===== src/hdl/sttd_pkg.sv =====
package sttd_pkg;

  //////////////////////////////////////////////////////////////////////////////
  // Widths
  localparam int unsigned ADDR_W = 8;
  localparam int unsigned DATA_W = 32;
  localparam int unsigned CNT_W  = 24;
  localparam int unsigned N_EVT  = 1;

  //////////////////////////////////////////////////////////////////////////////
  // Register byte offsets
  localparam logic [ADDR_W-1:0] OFS_CTRL  = 8'h00;
  localparam logic [ADDR_W-1:0] OFS_WRAP  = 8'h04;
  localparam logic [ADDR_W-1:0] OFS_LIVE  = 8'h08;
  localparam logic [ADDR_W-1:0] OFS_ISTAT = 8'h0C;
  localparam logic [ADDR_W-1:0] OFS_IEN   = 8'h10;
  localparam logic [ADDR_W-1:0] OFS_ICLR  = 8'h14;

  //////////////////////////////////////////////////////////////////////////////
  // Control register field positions
  localparam int unsigned CTRL_ENABLE_BIT = 0;
  localparam int unsigned CTRL_IRQEN_BIT  = 1;
  localparam int unsigned CTRL_CLKSRC_BIT = 2;
  localparam int unsigned CTRL_FLAG_BIT   = 16;

  //////////////////////////////////////////////////////////////////////////////
  // Values after reset, and the largest count value
  localparam logic [2:0]       CTRL_RESET = 3'h0;
  localparam logic [N_EVT-1:0] IEN_RESET  = 1'h0;
  localparam logic [CNT_W-1:0] CNT_MAX    = 24'hFF_FFFF;

  //////////////////////////////////////////////////////////////////////////////
  // Types
  typedef struct packed {
    logic              sel;
    logic              enable;
    logic              write;
    logic [ADDR_W-1:0] addr;
    logic [DATA_W-1:0] wdata;
  } sttd_apb_req_t;

  typedef struct packed {
    logic clk_source;
    logic tick_irq_enable;
    logic enable;
  } sttd_ctrl_t;

  typedef enum {ST_IDLE, ST_ACCESS} sttd_apb_st_t;

  typedef enum {REG_CTRL, REG_WRAP, REG_LIVE, REG_ISTAT, REG_IEN, REG_ICLR, REG_NONE} sttd_reg_t;

endpackage


===== src/hdl/sttd_counter.sv =====
module sttd_counter #(
  parameter int unsigned CNT_W = 24
) (
  // Clock
  input  wire logic             i_core_clk,
  // Control
  input  wire logic             i_run,
  input  wire logic             i_clear,
  input  wire logic [CNT_W-1:0] i_wrap,
  // Status
  output logic      [CNT_W-1:0] o_count,
  output logic                  o_tick
);

  logic [CNT_W-1:0] count_q;

  // Tick only on the step from one to zero; a clear never ticks
  assign o_tick  = i_run & ~i_clear & (count_q == CNT_W'(1));
  assign o_count = count_q;

  // No reset: the count is undefined until software clears it
  always_ff @(posedge i_core_clk) begin
    if (i_clear) begin
      count_q <= '0;
    end else if (i_run) begin
      if (count_q == '0) begin
        count_q <= i_wrap;
      end else begin
        count_q <= count_q - CNT_W'(1);
      end
    end
  end

endmodule


===== src/hdl/sttd_irq.sv =====
module sttd_irq #(
  parameter int unsigned N_EVT = 1
) (
  // Clock and reset
  input  wire logic             i_core_clk,
  input  wire logic             i_reset_n,
  // Events and software access
  input  wire logic [N_EVT-1:0] i_event,
  input  wire logic             i_enable_wr,
  input  wire logic             i_clear_wr,
  input  wire logic [N_EVT-1:0] i_wdata,
  // State
  output logic      [N_EVT-1:0] o_status,
  output logic      [N_EVT-1:0] o_enable,
  output logic                  o_irq
);

  logic [N_EVT-1:0] status_d;
  logic [N_EVT-1:0] status_q;
  logic [N_EVT-1:0] enable_d;
  logic [N_EVT-1:0] enable_q;
  logic             irq_q;

  // Sticky bits, set wins over a clear in the same cycle
  for (genvar g = 0; g < N_EVT; g++) begin : g_bit
    assign status_d[g] = i_event[g] | (status_q[g] & ~(i_clear_wr & i_wdata[g]));
  end

  assign enable_d = i_enable_wr ? i_wdata : enable_q;

  // Irq computed from next values so it tracks the status without lag
  always_ff @(posedge i_core_clk) begin
    if (!i_reset_n) begin
      status_q <= '0;
      enable_q <= sttd_pkg::IEN_RESET;
      irq_q    <= 1'b0;
    end else begin
      status_q <= status_d;
      enable_q <= enable_d;
      irq_q    <= |(status_d & enable_d);
    end
  end

  assign o_status = status_q;
  assign o_enable = enable_q;
  assign o_irq    = irq_q;

endmodule


===== src/hdl/sttd_top.sv =====
// Function
// Wrap value 1..FFFFFF reloads at zero
// Wrap field is bits 23:0, rest reserved
// Wrap value zero never produces ticks
// Flag and irq only on one-to-zero step
// Repeating ticks every wrap plus one cycles
// Single-shot software rewrites real count each tick
// Live count read returns current counter value
// Any live count write clears the count
// Live count write also clears the flag
// Upper bits 31:24 read as zero
// No calibration register is provided
// Wrap and count undefined after reset
// Decrement to zero, reload next edge
// Control register read clears the flag
// Tick irq enable raises request at zero
// Counter holds while enable is clear
module sttd_top (
  // Clock and reset
  input  wire logic                          i_core_clk,
  input  wire logic                          i_reset_n,
  // APB slave
  input  wire logic                          i_psel,
  input  wire logic                          i_penable,
  input  wire logic                          i_pwrite,
  input  wire logic [sttd_pkg::ADDR_W-1:0]   i_paddr,
  input  wire logic [sttd_pkg::DATA_W-1:0]   i_pwdata,
  output logic                               o_pready,
  output logic                               o_pslverr,
  output logic      [sttd_pkg::DATA_W-1:0]   o_prdata,
  // Interrupt
  output logic                               o_irq
);

  localparam int unsigned CW = sttd_pkg::CNT_W;
  localparam int unsigned NE = sttd_pkg::N_EVT;
  localparam int unsigned DW = sttd_pkg::DATA_W;

  //////////////////////////////////////////////////////////////////////////////
  // Address decode, shared by the read and write paths
  function automatic sttd_pkg::sttd_reg_t decode(input logic [sttd_pkg::ADDR_W-1:0] a);
    sttd_pkg::sttd_reg_t r;
    // no calibration word
    // Any other offset, calibration included, is unmapped
    case (a)
      sttd_pkg::OFS_CTRL:  r = sttd_pkg::REG_CTRL;
      sttd_pkg::OFS_WRAP:  r = sttd_pkg::REG_WRAP;
      sttd_pkg::OFS_LIVE:  r = sttd_pkg::REG_LIVE;
      sttd_pkg::OFS_ISTAT: r = sttd_pkg::REG_ISTAT;
      sttd_pkg::OFS_IEN:   r = sttd_pkg::REG_IEN;
      sttd_pkg::OFS_ICLR:  r = sttd_pkg::REG_ICLR;
      default:             r = sttd_pkg::REG_NONE;
    endcase
    return r;
  endfunction

  //////////////////////////////////////////////////////////////////////////////
  // Declarations
  sttd_pkg::sttd_apb_req_t req;
  sttd_pkg::sttd_apb_st_t  st_q;
  sttd_pkg::sttd_reg_t     sel_reg;
  sttd_pkg::sttd_ctrl_t    ctrl_q;

  logic          pready_q;
  logic          pslverr_q;
  logic [DW-1:0] prdata_q;
  logic [DW-1:0] rd_word;

  logic          setup;
  logic          done;
  logic          rd_setup;
  logic          wr_done;
  logic          wr_ctrl;
  logic          wr_wrap;
  logic          wr_live;
  logic          wr_ien;
  logic          wr_iclr;
  logic          rd_ctrl;

  logic          flag_q;
  logic [CW-1:0] wrap_q;
  logic [CW-1:0] count;
  logic          tick;
  logic          run;

  logic [NE-1:0] irq_evt;
  logic [NE-1:0] irq_status;
  logic [NE-1:0] irq_enable;
  logic          irq;

  //////////////////////////////////////////////////////////////////////////////
  // Bus request bundle
  assign req = '{sel:    i_psel,
                 enable: i_penable,
                 write:  i_pwrite,
                 addr:   i_paddr,
                 wdata:  i_pwdata};

  assign sel_reg  = decode(req.addr);
  assign setup    = req.sel & ~req.enable & (st_q == sttd_pkg::ST_IDLE);
  assign done     = req.sel & req.enable & pready_q;
  assign rd_setup = setup & ~req.write;
  assign wr_done  = done & req.write;

  // Write strobes fire at the completing edge only
  assign wr_ctrl = wr_done & (sel_reg == sttd_pkg::REG_CTRL);
  assign wr_wrap = wr_done & (sel_reg == sttd_pkg::REG_WRAP);
  assign wr_live = wr_done & (sel_reg == sttd_pkg::REG_LIVE);
  assign wr_ien  = wr_done & (sel_reg == sttd_pkg::REG_IEN);
  assign wr_iclr = wr_done & (sel_reg == sttd_pkg::REG_ICLR);

  // Read side effect at the capture edge, so data and clear agree
  assign rd_ctrl = rd_setup & (sel_reg == sttd_pkg::REG_CTRL);

  //////////////////////////////////////////////////////////////////////////////
  // APB phase tracking, one wait-free access cycle
  always_ff @(posedge i_core_clk) begin
    if (!i_reset_n) begin
      st_q     <= sttd_pkg::ST_IDLE;
      pready_q <= 1'b0;
    end else begin
      unique case (st_q)
        sttd_pkg::ST_IDLE: begin
          if (setup) begin
            st_q     <= sttd_pkg::ST_ACCESS;
            pready_q <= 1'b1;
          end
        end
        sttd_pkg::ST_ACCESS: begin
          if (done) begin
            st_q     <= sttd_pkg::ST_IDLE;
            pready_q <= 1'b0;
          end
        end
      endcase
    end
  end

  //////////////////////////////////////////////////////////////////////////////
  // Read word mux
  always_comb begin
    rd_word = '0;
    unique case (sel_reg)
      sttd_pkg::REG_CTRL: begin
        rd_word[sttd_pkg::CTRL_FLAG_BIT]   = flag_q;
        rd_word[sttd_pkg::CTRL_CLKSRC_BIT] = ctrl_q.clk_source;
        rd_word[sttd_pkg::CTRL_IRQEN_BIT]  = ctrl_q.tick_irq_enable;
        rd_word[sttd_pkg::CTRL_ENABLE_BIT] = ctrl_q.enable;
      end
      // upper byte zero
      sttd_pkg::REG_WRAP:  rd_word[CW-1:0] = wrap_q;
      // live count sample
      sttd_pkg::REG_LIVE:  rd_word[CW-1:0] = count;
      sttd_pkg::REG_ISTAT: rd_word[NE-1:0] = irq_status;
      sttd_pkg::REG_IEN:   rd_word[NE-1:0] = irq_enable;
      sttd_pkg::REG_ICLR:  rd_word = '0;
      sttd_pkg::REG_NONE:  rd_word = '0;
    endcase
  end

  // Data and error registered at the setup edge
  always_ff @(posedge i_core_clk) begin
    if (!i_reset_n) begin
      prdata_q  <= '0;
      pslverr_q <= 1'b0;
    end else if (setup) begin
      prdata_q  <= req.write ? '0 : rd_word;
      pslverr_q <= (sel_reg == sttd_pkg::REG_NONE);
    end
  end

  //////////////////////////////////////////////////////////////////////////////
  // Control register
  always_ff @(posedge i_core_clk) begin
    if (!i_reset_n) begin
      ctrl_q <= sttd_pkg::CTRL_RESET;
    end else if (wr_ctrl) begin
      ctrl_q.clk_source      <= req.wdata[sttd_pkg::CTRL_CLKSRC_BIT];
      ctrl_q.tick_irq_enable <= req.wdata[sttd_pkg::CTRL_IRQEN_BIT];
      ctrl_q.enable          <= req.wdata[sttd_pkg::CTRL_ENABLE_BIT];
    end
  end

  // hold unless enabled
  // Only the core clock source exists, so it must be selected too
  assign run = ctrl_q.enable & ctrl_q.clk_source;

  //////////////////////////////////////////////////////////////////////////////
  // Wrap value register
  // no reset value
  // low field only
  always_ff @(posedge i_core_clk) begin
    if (wr_wrap) begin
      wrap_q <= req.wdata[CW-1:0];
    end
  end

  //////////////////////////////////////////////////////////////////////////////
  // Down counter
  // reload at zero
  // decrement then reload
  // write clears count
  // zero wrap never ticks
  sttd_counter #(
    .CNT_W      (CW)
  ) u_counter (
    .i_core_clk (i_core_clk),
    .i_run      (run),
    .i_clear    (wr_live),
    .i_wrap     (wrap_q),
    .o_count    (count),
    .o_tick     (tick)
  );

  //////////////////////////////////////////////////////////////////////////////
  // Zero-reached flag
  // set on tick only
  // read clears flag
  // live write clears flag
  // A tick in the clearing cycle wins, so no event is lost
  always_ff @(posedge i_core_clk) begin
    if (!i_reset_n) begin
      flag_q <= 1'b0;
    end else if (tick) begin
      flag_q <= 1'b1;
    end else if (rd_ctrl | wr_live) begin
      flag_q <= 1'b0;
    end
  end

  //////////////////////////////////////////////////////////////////////////////
  // Interrupt status, enable and clear
  // gated tick request
  assign irq_evt = NE'(tick & ctrl_q.tick_irq_enable);

  sttd_irq #(
    .N_EVT       (NE)
  ) u_irq (
    .i_core_clk  (i_core_clk),
    .i_reset_n   (i_reset_n),
    .i_event     (irq_evt),
    .i_enable_wr (wr_ien),
    .i_clear_wr  (wr_iclr),
    .i_wdata     (req.wdata[NE-1:0]),
    .o_status    (irq_status),
    .o_enable    (irq_enable),
    .o_irq       (irq)
  );

  //////////////////////////////////////////////////////////////////////////////
  // Outputs
  assign o_pready  = pready_q;
  assign o_pslverr = pslverr_q;
  assign o_prdata  = prdata_q;
  assign o_irq     = irq;

  //////////////////////////////////////////////////////////////////////////////
  // Tick spacing monitor for the period check
  // Only run cycles count, since a stopped counter holds its place
  // A wrap or live write outside a tick cycle breaks the period, so the check waits a tick
  logic          gap_valid_q;
  logic [CW-1:0] gap_q;

  always_ff @(posedge i_core_clk) begin
    if (!i_reset_n) begin
      gap_valid_q <= 1'b0;
      gap_q       <= '0;
    end else if (tick) begin
      gap_valid_q <= 1'b1;
      gap_q       <= '0;
    end else if (wr_live | wr_wrap) begin
      gap_valid_q <= 1'b0;
    end else if (run) begin
      gap_q <= gap_q + CW'(1);
    end
  end
endmodule


===== config.mk =====
export PLATFORM = sky130hd
export DESIGN_NAME = sttd_top
export DESIGN_NICKNAME = d
export VERILOG_FILES = /design/src/hdl/sttd_pkg.sv /design/src/hdl/sttd_counter.sv /design/src/hdl/sttd_irq.sv /design/src/hdl/sttd_top.sv
export SDC_FILE = /design/constraint.sdc
export NUM_CORES = 1
export LEC_CHECK = 0
export BUFFER_PORTS_ARGS = -buffer_cell sky130_fd_sc_hd__buf_2
export CORE_ASPECT_RATIO = 0.9
export CORE_MARGIN = 1
export CORE_UTILIZATION = 40
export CTS_CLUSTER_SIZE = 16
export DETAILED_ROUTE_END_ITERATION = 10
export SETUP_SLACK_MARGIN = 0.5
export SLEW_MARGIN = 25
export SYNTH_ARGS = -nofsm -noshare
export SYNTH_HDL_FRONTEND = slang
export SYNTH_HIERARCHICAL = 1
export SYNTH_SLANG_ARGS = --single-unit

===== constraint.sdc =====
create_clock -name i_core_clk -period 3.5 [get_ports i_core_clk]
set_input_delay 0.175 -clock i_core_clk [delete_from_list [all_inputs] [get_ports i_core_clk]]
set_output_delay 0.175 -clock i_core_clk [all_outputs]
set_load 0.02 [all_outputs]

======== Word level (Yosys, flattened, before mapping) ========
Cells that the tools add are included.
storage, ports and cells
  flip-flop bits (word level) ............. 121
  logic and storage cells ................. 85
  input port bits ......................... 45
cells by class
  reductions and logical operators ........ 9
  bitwise logic cells ..................... 25
  muxes and demuxes ....................... 17
  $add $sub $neg .......................... 1
  equality and inequality tests ........... 20
operators with widths
  kind                                                   count
  equality test 32 x 3 -> 1 bit (second input constant)  4
  logical NOT 32 bit                                     4
  equality test 32 x 2 -> 1 bit (second input constant)  3
  equality test 32 x 4 -> 1 bit (second input constant)  3
  equality test 32 x 1 -> 1 bit (second input constant)  2
  2-to-1 mux 32 bit                                      2
  case mux 32 bit (2 select lines)                       1
  2-to-1 mux 24 bit                                      2
  case mux 13 bit (2 select lines)                       1
  equality test 24 x 1 -> 1 bit (second input constant)  1
  logical NOT 24 bit                                     1
  subtractor 24 x 1 -> 24 bit (second input constant)    1
  AND 1 bit                                              19
  case mux 3 bit (6 select lines)                        1
  equality test 8 x 4 -> 1 bit (second input constant)   2
  equality test 8 x 5 -> 1 bit (second input constant)   2
  case mux 7 bit (2 select lines)                        1
  equality test 8 x 3 -> 1 bit (second input constant)   1
  logical NOT 8 bit                                      1
  case mux 1 bit (6 select lines)                        1
  case mux 2 bit (3 select lines)                        1
  2-to-1 mux 1 bit                                       5
  inequality test 2 bit (second input constant)          2
  inverter 1 bit                                         4
  6 further kinds                                        7

======== Longest topological paths before layout ========
  depth in word-level cells ............... 10
  mapped depth ............................ 10

======== By module ========
The synthesis kept the hierarchy.
by module, submodules not included
  module        instances  area each (um^2)  cells each
  sttd_top      1          2188.3            203
  sttd_counter  1          1565.3            202
  sttd_irq      1          106.4             8

======== Worst setup path after synthesis ========
Ideal clock, no wire load.
  path type ............................... reg2reg
  from .................................... register pready_q, in the netlist o_pready
  to ...................................... register wrap_q[0], enable pin
  slack ................................... 1061 ps
  arrival ................................. 2034 ps
  data required time ...................... 3095 ps
  library setup time ...................... 405 ps
  stages on the path, launching flop included .. 5
  buffers on the path ..................... 0
  path through ............................ dfxtp_1 and3_1 and4_1 nand2_1 nor2_1
on the way
  word-level cells in the longest chain between the ends .. 3
ends and longest elaborated chain
  element                 RTL line         RTL
  start, declared         sttd_top.sv:64   logic pready_q;
  start signal, assigned  sttd_top.sv:120  pready_q <= 1'b0;
  start signal, assigned  sttd_top.sv:126  pready_q <= 1'b1;
  start signal, assigned  sttd_top.sv:132  pready_q <= 1'b0;
  AND 1 bit               sttd_top.sv:101  assign done = req.sel & req.enable & pready_q;
  AND 1 bit               sttd_top.sv:103  assign wr_done = done & req.write;
  AND 1 bit               sttd_top.sv:107  assign wr_wrap = wr_done & (sel_reg == sttd_pkg::REG_WRAP);
  via wr_wrap             sttd_top.sv:74   logic wr_wrap;
  end signal, assigned    sttd_top.sv:194  wrap_q <= req.wdata[CW-1:0];
  end, declared           sttd_top.sv:81   logic [CW-1:0] wrap_q;
The timed path passes the listed nets, and every way through them passes these cells.
A chain may end at the register's enable or synchronous reset.

======== Worst setup path in the final report ========
  from .................................... register u_counter.count_q[11], in the netlist u_counter/o_count[11]
  to ...................................... register u_counter.count_q[3], in the netlist u_counter/o_count[3]
on the way
  word-level cells in the longest chain between the ends .. 2
ends and longest elaborated chain
  element                 RTL line            RTL
  start, declared         sttd_counter.sv:15  logic [CNT_W-1:0] count_q;
  start signal, assigned  sttd_counter.sv:27  count_q <= i_wrap;
  start signal, assigned  sttd_counter.sv:29  count_q <= count_q - CNT_W'(1);
  logical NOT 24 bit      sttd_counter.sv:26  if (count_q == '0) begin
  2-to-1 mux 24 bit       sttd_counter.sv:26
No other way between the ends.

==> reports/results.txt <==
The run gives 540 as the number of nets in the layout. The number of distinct standard cells referenced by the synthesized netlist came out at 57. The clock root buffer is sky130_fd_sc_hd__clkbuf_8. The largest area contributor in the synthesized netlist was sky130_fd_sc_hd__dfxtp_1.

Clock-pin slew was measured on the worst setup and hold paths at 0.08 ns. The flow ran to the end, and the final reports show no timing, DRC or antenna violations. The run gives 0 as the number of antenna violations at the first check in global routing. The master of the slowest instance on the critical path was sky130_fd_sc_hd__or4_1. The count of endpoints failing hold in the final timing report is 0, and the total power divided by cell area is 394.7 nW/um2. The logs give 23 for the number of hold buffers added after cts and 0 for the max-capacitance violation count.

The number of cells in the finished layout apart from fillers was 619; the met3 wirelength from detailed routing was 577 um. Aggregate negative setup slack: 0 ns. In the synthesized netlist the dominant register cell turns out to be sky130_fd_sc_hd__dfxtp_1. The floorplan die area came out at 10,050 um2.

The tools report the via count of the first global-routing pass as 3,230. For the arrival time of the worst setup path, the log shows 3.00 ns. The number of iterations in the first detailed-routing pass was 5; the die span in y was 95.19 um. Traced cell by cell, the critical path runs through or4_1 > nor4_4 > buf_4 > and2_0 > o21ai_0 > a221oi_1. The sequential cell area fraction in the yosys report came out at 48.23%. The instance area after placement is 4250 um2. Startpoint type of the worst setup path: a flop. Largest net degree at the start of global routing: 27. The total I/O pin count is 80, and the final critical delay including setup and external delays is 2.722 ns. The run gives 0 as the post-CTS repair timing setup buffer count.

After detailed routing, the met2 layer carries 4.287 mm of wire. Total global-route track usage: 20.82%. After synthesis, the cell types taking the most area are sky130_fd_sc_hd__dfxtp_1, sky130_fd_sc_hd__edfxtp_1, sky130_fd_sc_hd__o21ai_0, sky130_fd_sc_hd__nand2_1, sky130_fd_sc_hd__a22oi_1. The setup skew after layout came out at 0.01178 ns. Clock tree synthesis found a total of 81 sinks. The detailed router put a total of 4.875 mm of wire on met1.

Gates resized during post-CTS repair numbered 0. Final critical-path share of the clock period: 77.78%. The delay contributed by the slowest stage of the critical path works out to 0.71 ns. The sort of element at the end of the critical path was a flop.

The count of H-tree levels built during CTS was 3. The routed layout has 3,458 vias. The highest layer touched by signal routing is met4. The count of synthesis-stage warnings from yosys is 6.

The number of antenna cells inserted was 0; the remaining design rule violation count was 0. In this run the worst hold path is classified as in2reg. In this run the horizontal extent of the chip is 105.5 um. The first global-routing pass estimated 16.04 mm of wire.

The placed wire-length estimate after detailed placement was 6.624 mm; the final weighted congestion of routability-driven global placement was 0.8701. Dividing the detail-routed wire length by the instance count gives 16.00 um. The critical setup path kind is reg2reg. For the worst setup path, the data required time is 3.78 ns. TritonCTS built the clock tree. The cell count after synthesis came out at 413. The tools report the total setup violations reported at the end of the flow as 0. Measured against its own limit, the worst slew margin works out to 36.92%.

Global routing finished with a remaining overflow of 0. The max-slew violation count came out at 0. The cell family contributing the most delay on the critical path is simple AND/OR/NAND/NOR gates.

The number of enable flip-flop cells after synthesis works out to 24. Buffers placed on the I/O ports in this run total 63. In the synthesized netlist the async set-or-reset flop fraction comes to 0%.

Once layout is complete, the utilization of the core stands at 50.92%. The synthesized netlist occupies a cell area of 3860 um2. After routing the design area is 4710 um2. The flip-flop and latch count after synthesis came out at 81.

The buffers plus inverters on the worst setup path works out to 1. In this run the worst path has a maximum fanout of 10. For the pin with the worst max-slew slack, the measured transition is 0.9442 ns. Dividing the detail-routed via count by the number of cells gives 5.586.

The routed design has 9.907 mm of wire. The initialized floorplan defines 33 standard-cell rows. In this run the remaining antenna-violating nets after routing total 0. Static timing analysis puts the maximum clock frequency at 367.3 MHz.

At the later pin of the worst-skew pair, clock insertion delay measures 0.37 ns. Counting tap cells, the placed design contains a total of 580 instances. After the first detailed-routing iteration, the DRC count stood at 150. Clock tree synthesis inserted a total of 9 buffers. The post-route netlist has 19.72% of its cells at a drive strength greater than 1. The total area inside the core boundary comes to 9249 um2. Compared with the post-synthesis result, the final layout area differs by 22.01%.

In this run the mean area of a mapped cell was 9.346 um2. The fraction of synthesized cell area taken by the top area cell type was 29.56%. The initial utilization of the core area, before any placement, comes to 41.73%. The worst-case IR drop observed on VDD is 0.2125 mV. Setup repair after global routing left no endpoint under its margin. The number of buffers on the longest clock path is 2, and the static leakage is 1.886 nW.
==> metrics by stage <==
stage                     power, mW  hold WS (ns)  worst slack, ns
after global routing          1.927       0.03493           0.5616
after CTS                     1.882       0.02428           0.7965
after floorplan               1.052        0.2739            1.061
after detailed placement      1.081        0.3533           0.8282
final                         1.859       0.03249           0.7778
after global placement        1.079        0.3522           0.8881
==> state kept, by name (all words and copies together) (netlist names) <==
name,cells
o_prdata,24
u_counter/o_count,24
wrap_q,24
ctrl_q,3
flag_q,1
o_pready,1
o_pslverr,1
u_irq/o_enable,1
u_irq/o_irq,1
u_irq/o_status,1
==> layer usage <==
layer / global-route usage, % / vias up
li1: - / 1693
met1: 28.17 / 1631
met2: 31.91 / 121
met3: 5.878 / 13
met4: 7.407 / 0
met5: 0 / -
==> layout make-up <==
cell class,instances,area (um2)
fill,905,4539
timing repair buffer,96,620.6
clock buffer,11,151.4
multi-input combinational,291,1797
tap,122,152.6
inverter,13,48.80
clock inverter,5,77.57
sequential,81,1862
==> cell families (layout without fill, tap and decap cells) <==
family / Yosys count / in the layout / share of synthesized area (%)
adder cells (fa/ha/maj): 3 / 3 / 0.9726
buffers and inverters: 48 / 125 / 5.965
other: 1 / 8 / 0.09715
AND/OR/NAND/NOR: 137 / 137 / 20.06
AO/OA/AOI/OAI: 133 / 133 / 21.95
flip-flops: 81 / 81 / 48.23
multiplexers: 10 / 10 / 2.723
==> placed cells by master, fill, tap and decap left out, types with 3 or more instances in the layout <==
cell,n
sky130_fd_sc_hd__buf_2,63
sky130_fd_sc_hd__dfxtp_1,57
sky130_fd_sc_hd__nand2_1,42
sky130_fd_sc_hd__o21ai_0,41
sky130_fd_sc_hd__a21oi_1,25
sky130_fd_sc_hd__edfxtp_1,24
sky130_fd_sc_hd__dlygate4sd3_1,23
sky130_fd_sc_hd__a22oi_1,20
sky130_fd_sc_hd__nor2_1,14
sky130_fd_sc_hd__inv_1,13
sky130_fd_sc_hd__nor3_1,13
sky130_fd_sc_hd__or4_1,11
sky130_fd_sc_hd__clkbuf_8,11
sky130_fd_sc_hd__buf_4,10
sky130_fd_sc_hd__mux2i_1,9
sky130_fd_sc_hd__nand4_1,8
sky130_fd_sc_hd__a211oi_1,8
sky130_fd_sc_hd__nor2b_1,8
sky130_fd_sc_hd__conb_1,8
sky130_fd_sc_hd__nand3_1,7
sky130_fd_sc_hd__o32ai_1,6
sky130_fd_sc_hd__and2_1,5
sky130_fd_sc_hd__a31oi_1,5
sky130_fd_sc_hd__nor4_1,4
sky130_fd_sc_hd__o21ai_1,4
sky130_fd_sc_hd__a32oi_1,4
sky130_fd_sc_hd__and4_1,3
sky130_fd_sc_hd__a2bb2oi_1,3
sky130_fd_sc_hd__o2bb2ai_1,3
sky130_fd_sc_hd__ha_1,3
==> synthesized netlist by cell type (3+ instances only) <==
master and number:
sky130_fd_sc_hd__o2bb2ai_1 3, sky130_fd_sc_hd__buf_4 8, sky130_fd_sc_hd__and2_1 5, sky130_fd_sc_hd__o21ai_0 41, sky130_fd_sc_hd__o21ai_1 4, sky130_fd_sc_hd__o32ai_1 6, sky130_fd_sc_hd__dfxtp_1 57, sky130_fd_sc_hd__and4_1 3
sky130_fd_sc_hd__a211oi_1 8, sky130_fd_sc_hd__nand3_1 7, sky130_fd_sc_hd__a32oi_1 4, sky130_fd_sc_hd__nor2b_1 8, sky130_fd_sc_hd__or4_1 11, sky130_fd_sc_hd__nand4_1 8, sky130_fd_sc_hd__a22oi_1 20, sky130_fd_sc_hd__nor2_1 15
sky130_fd_sc_hd__a21oi_1 25, sky130_fd_sc_hd__mux2i_1 9, sky130_fd_sc_hd__buf_2 8, sky130_fd_sc_hd__nand2_1 42, sky130_fd_sc_hd__clkbuf_1 16, sky130_fd_sc_hd__ha_1 3, sky130_fd_sc_hd__nor3_1 13, sky130_fd_sc_hd__a2bb2oi_1 3
sky130_fd_sc_hd__nor4_1 4, sky130_fd_sc_hd__edfxtp_1 24, sky130_fd_sc_hd__inv_1 13, sky130_fd_sc_hd__a31oi_1 5
==> power by group <==
part	total [mW]	internal [mW]	switching, mW
Clock	0.781	0.438	0.343
Combinational	0.107	0.0509	0.0564
Sequential	0.971	0.967	0.00414
Total	1.86	1.46	0.404
==> path summary, 6_finish.rpt <==
kind / slack, ns / endpoint / cells after the start / start
worst min register to register: 0.45 / o_prdata[4] / 2 / o_prdata[4]
worst max-delay path: 0.78 / u_counter/o_count[3] / 6 / u_counter/o_count[11]
worst max register to register: 0.78 / u_counter/o_count[3] / 6 / u_counter/o_count[11]
worst min-delay path: 0.03 / wrap_q[0] / 1 / i_pwdata[0]
Power figures use the tool's default switching activity.
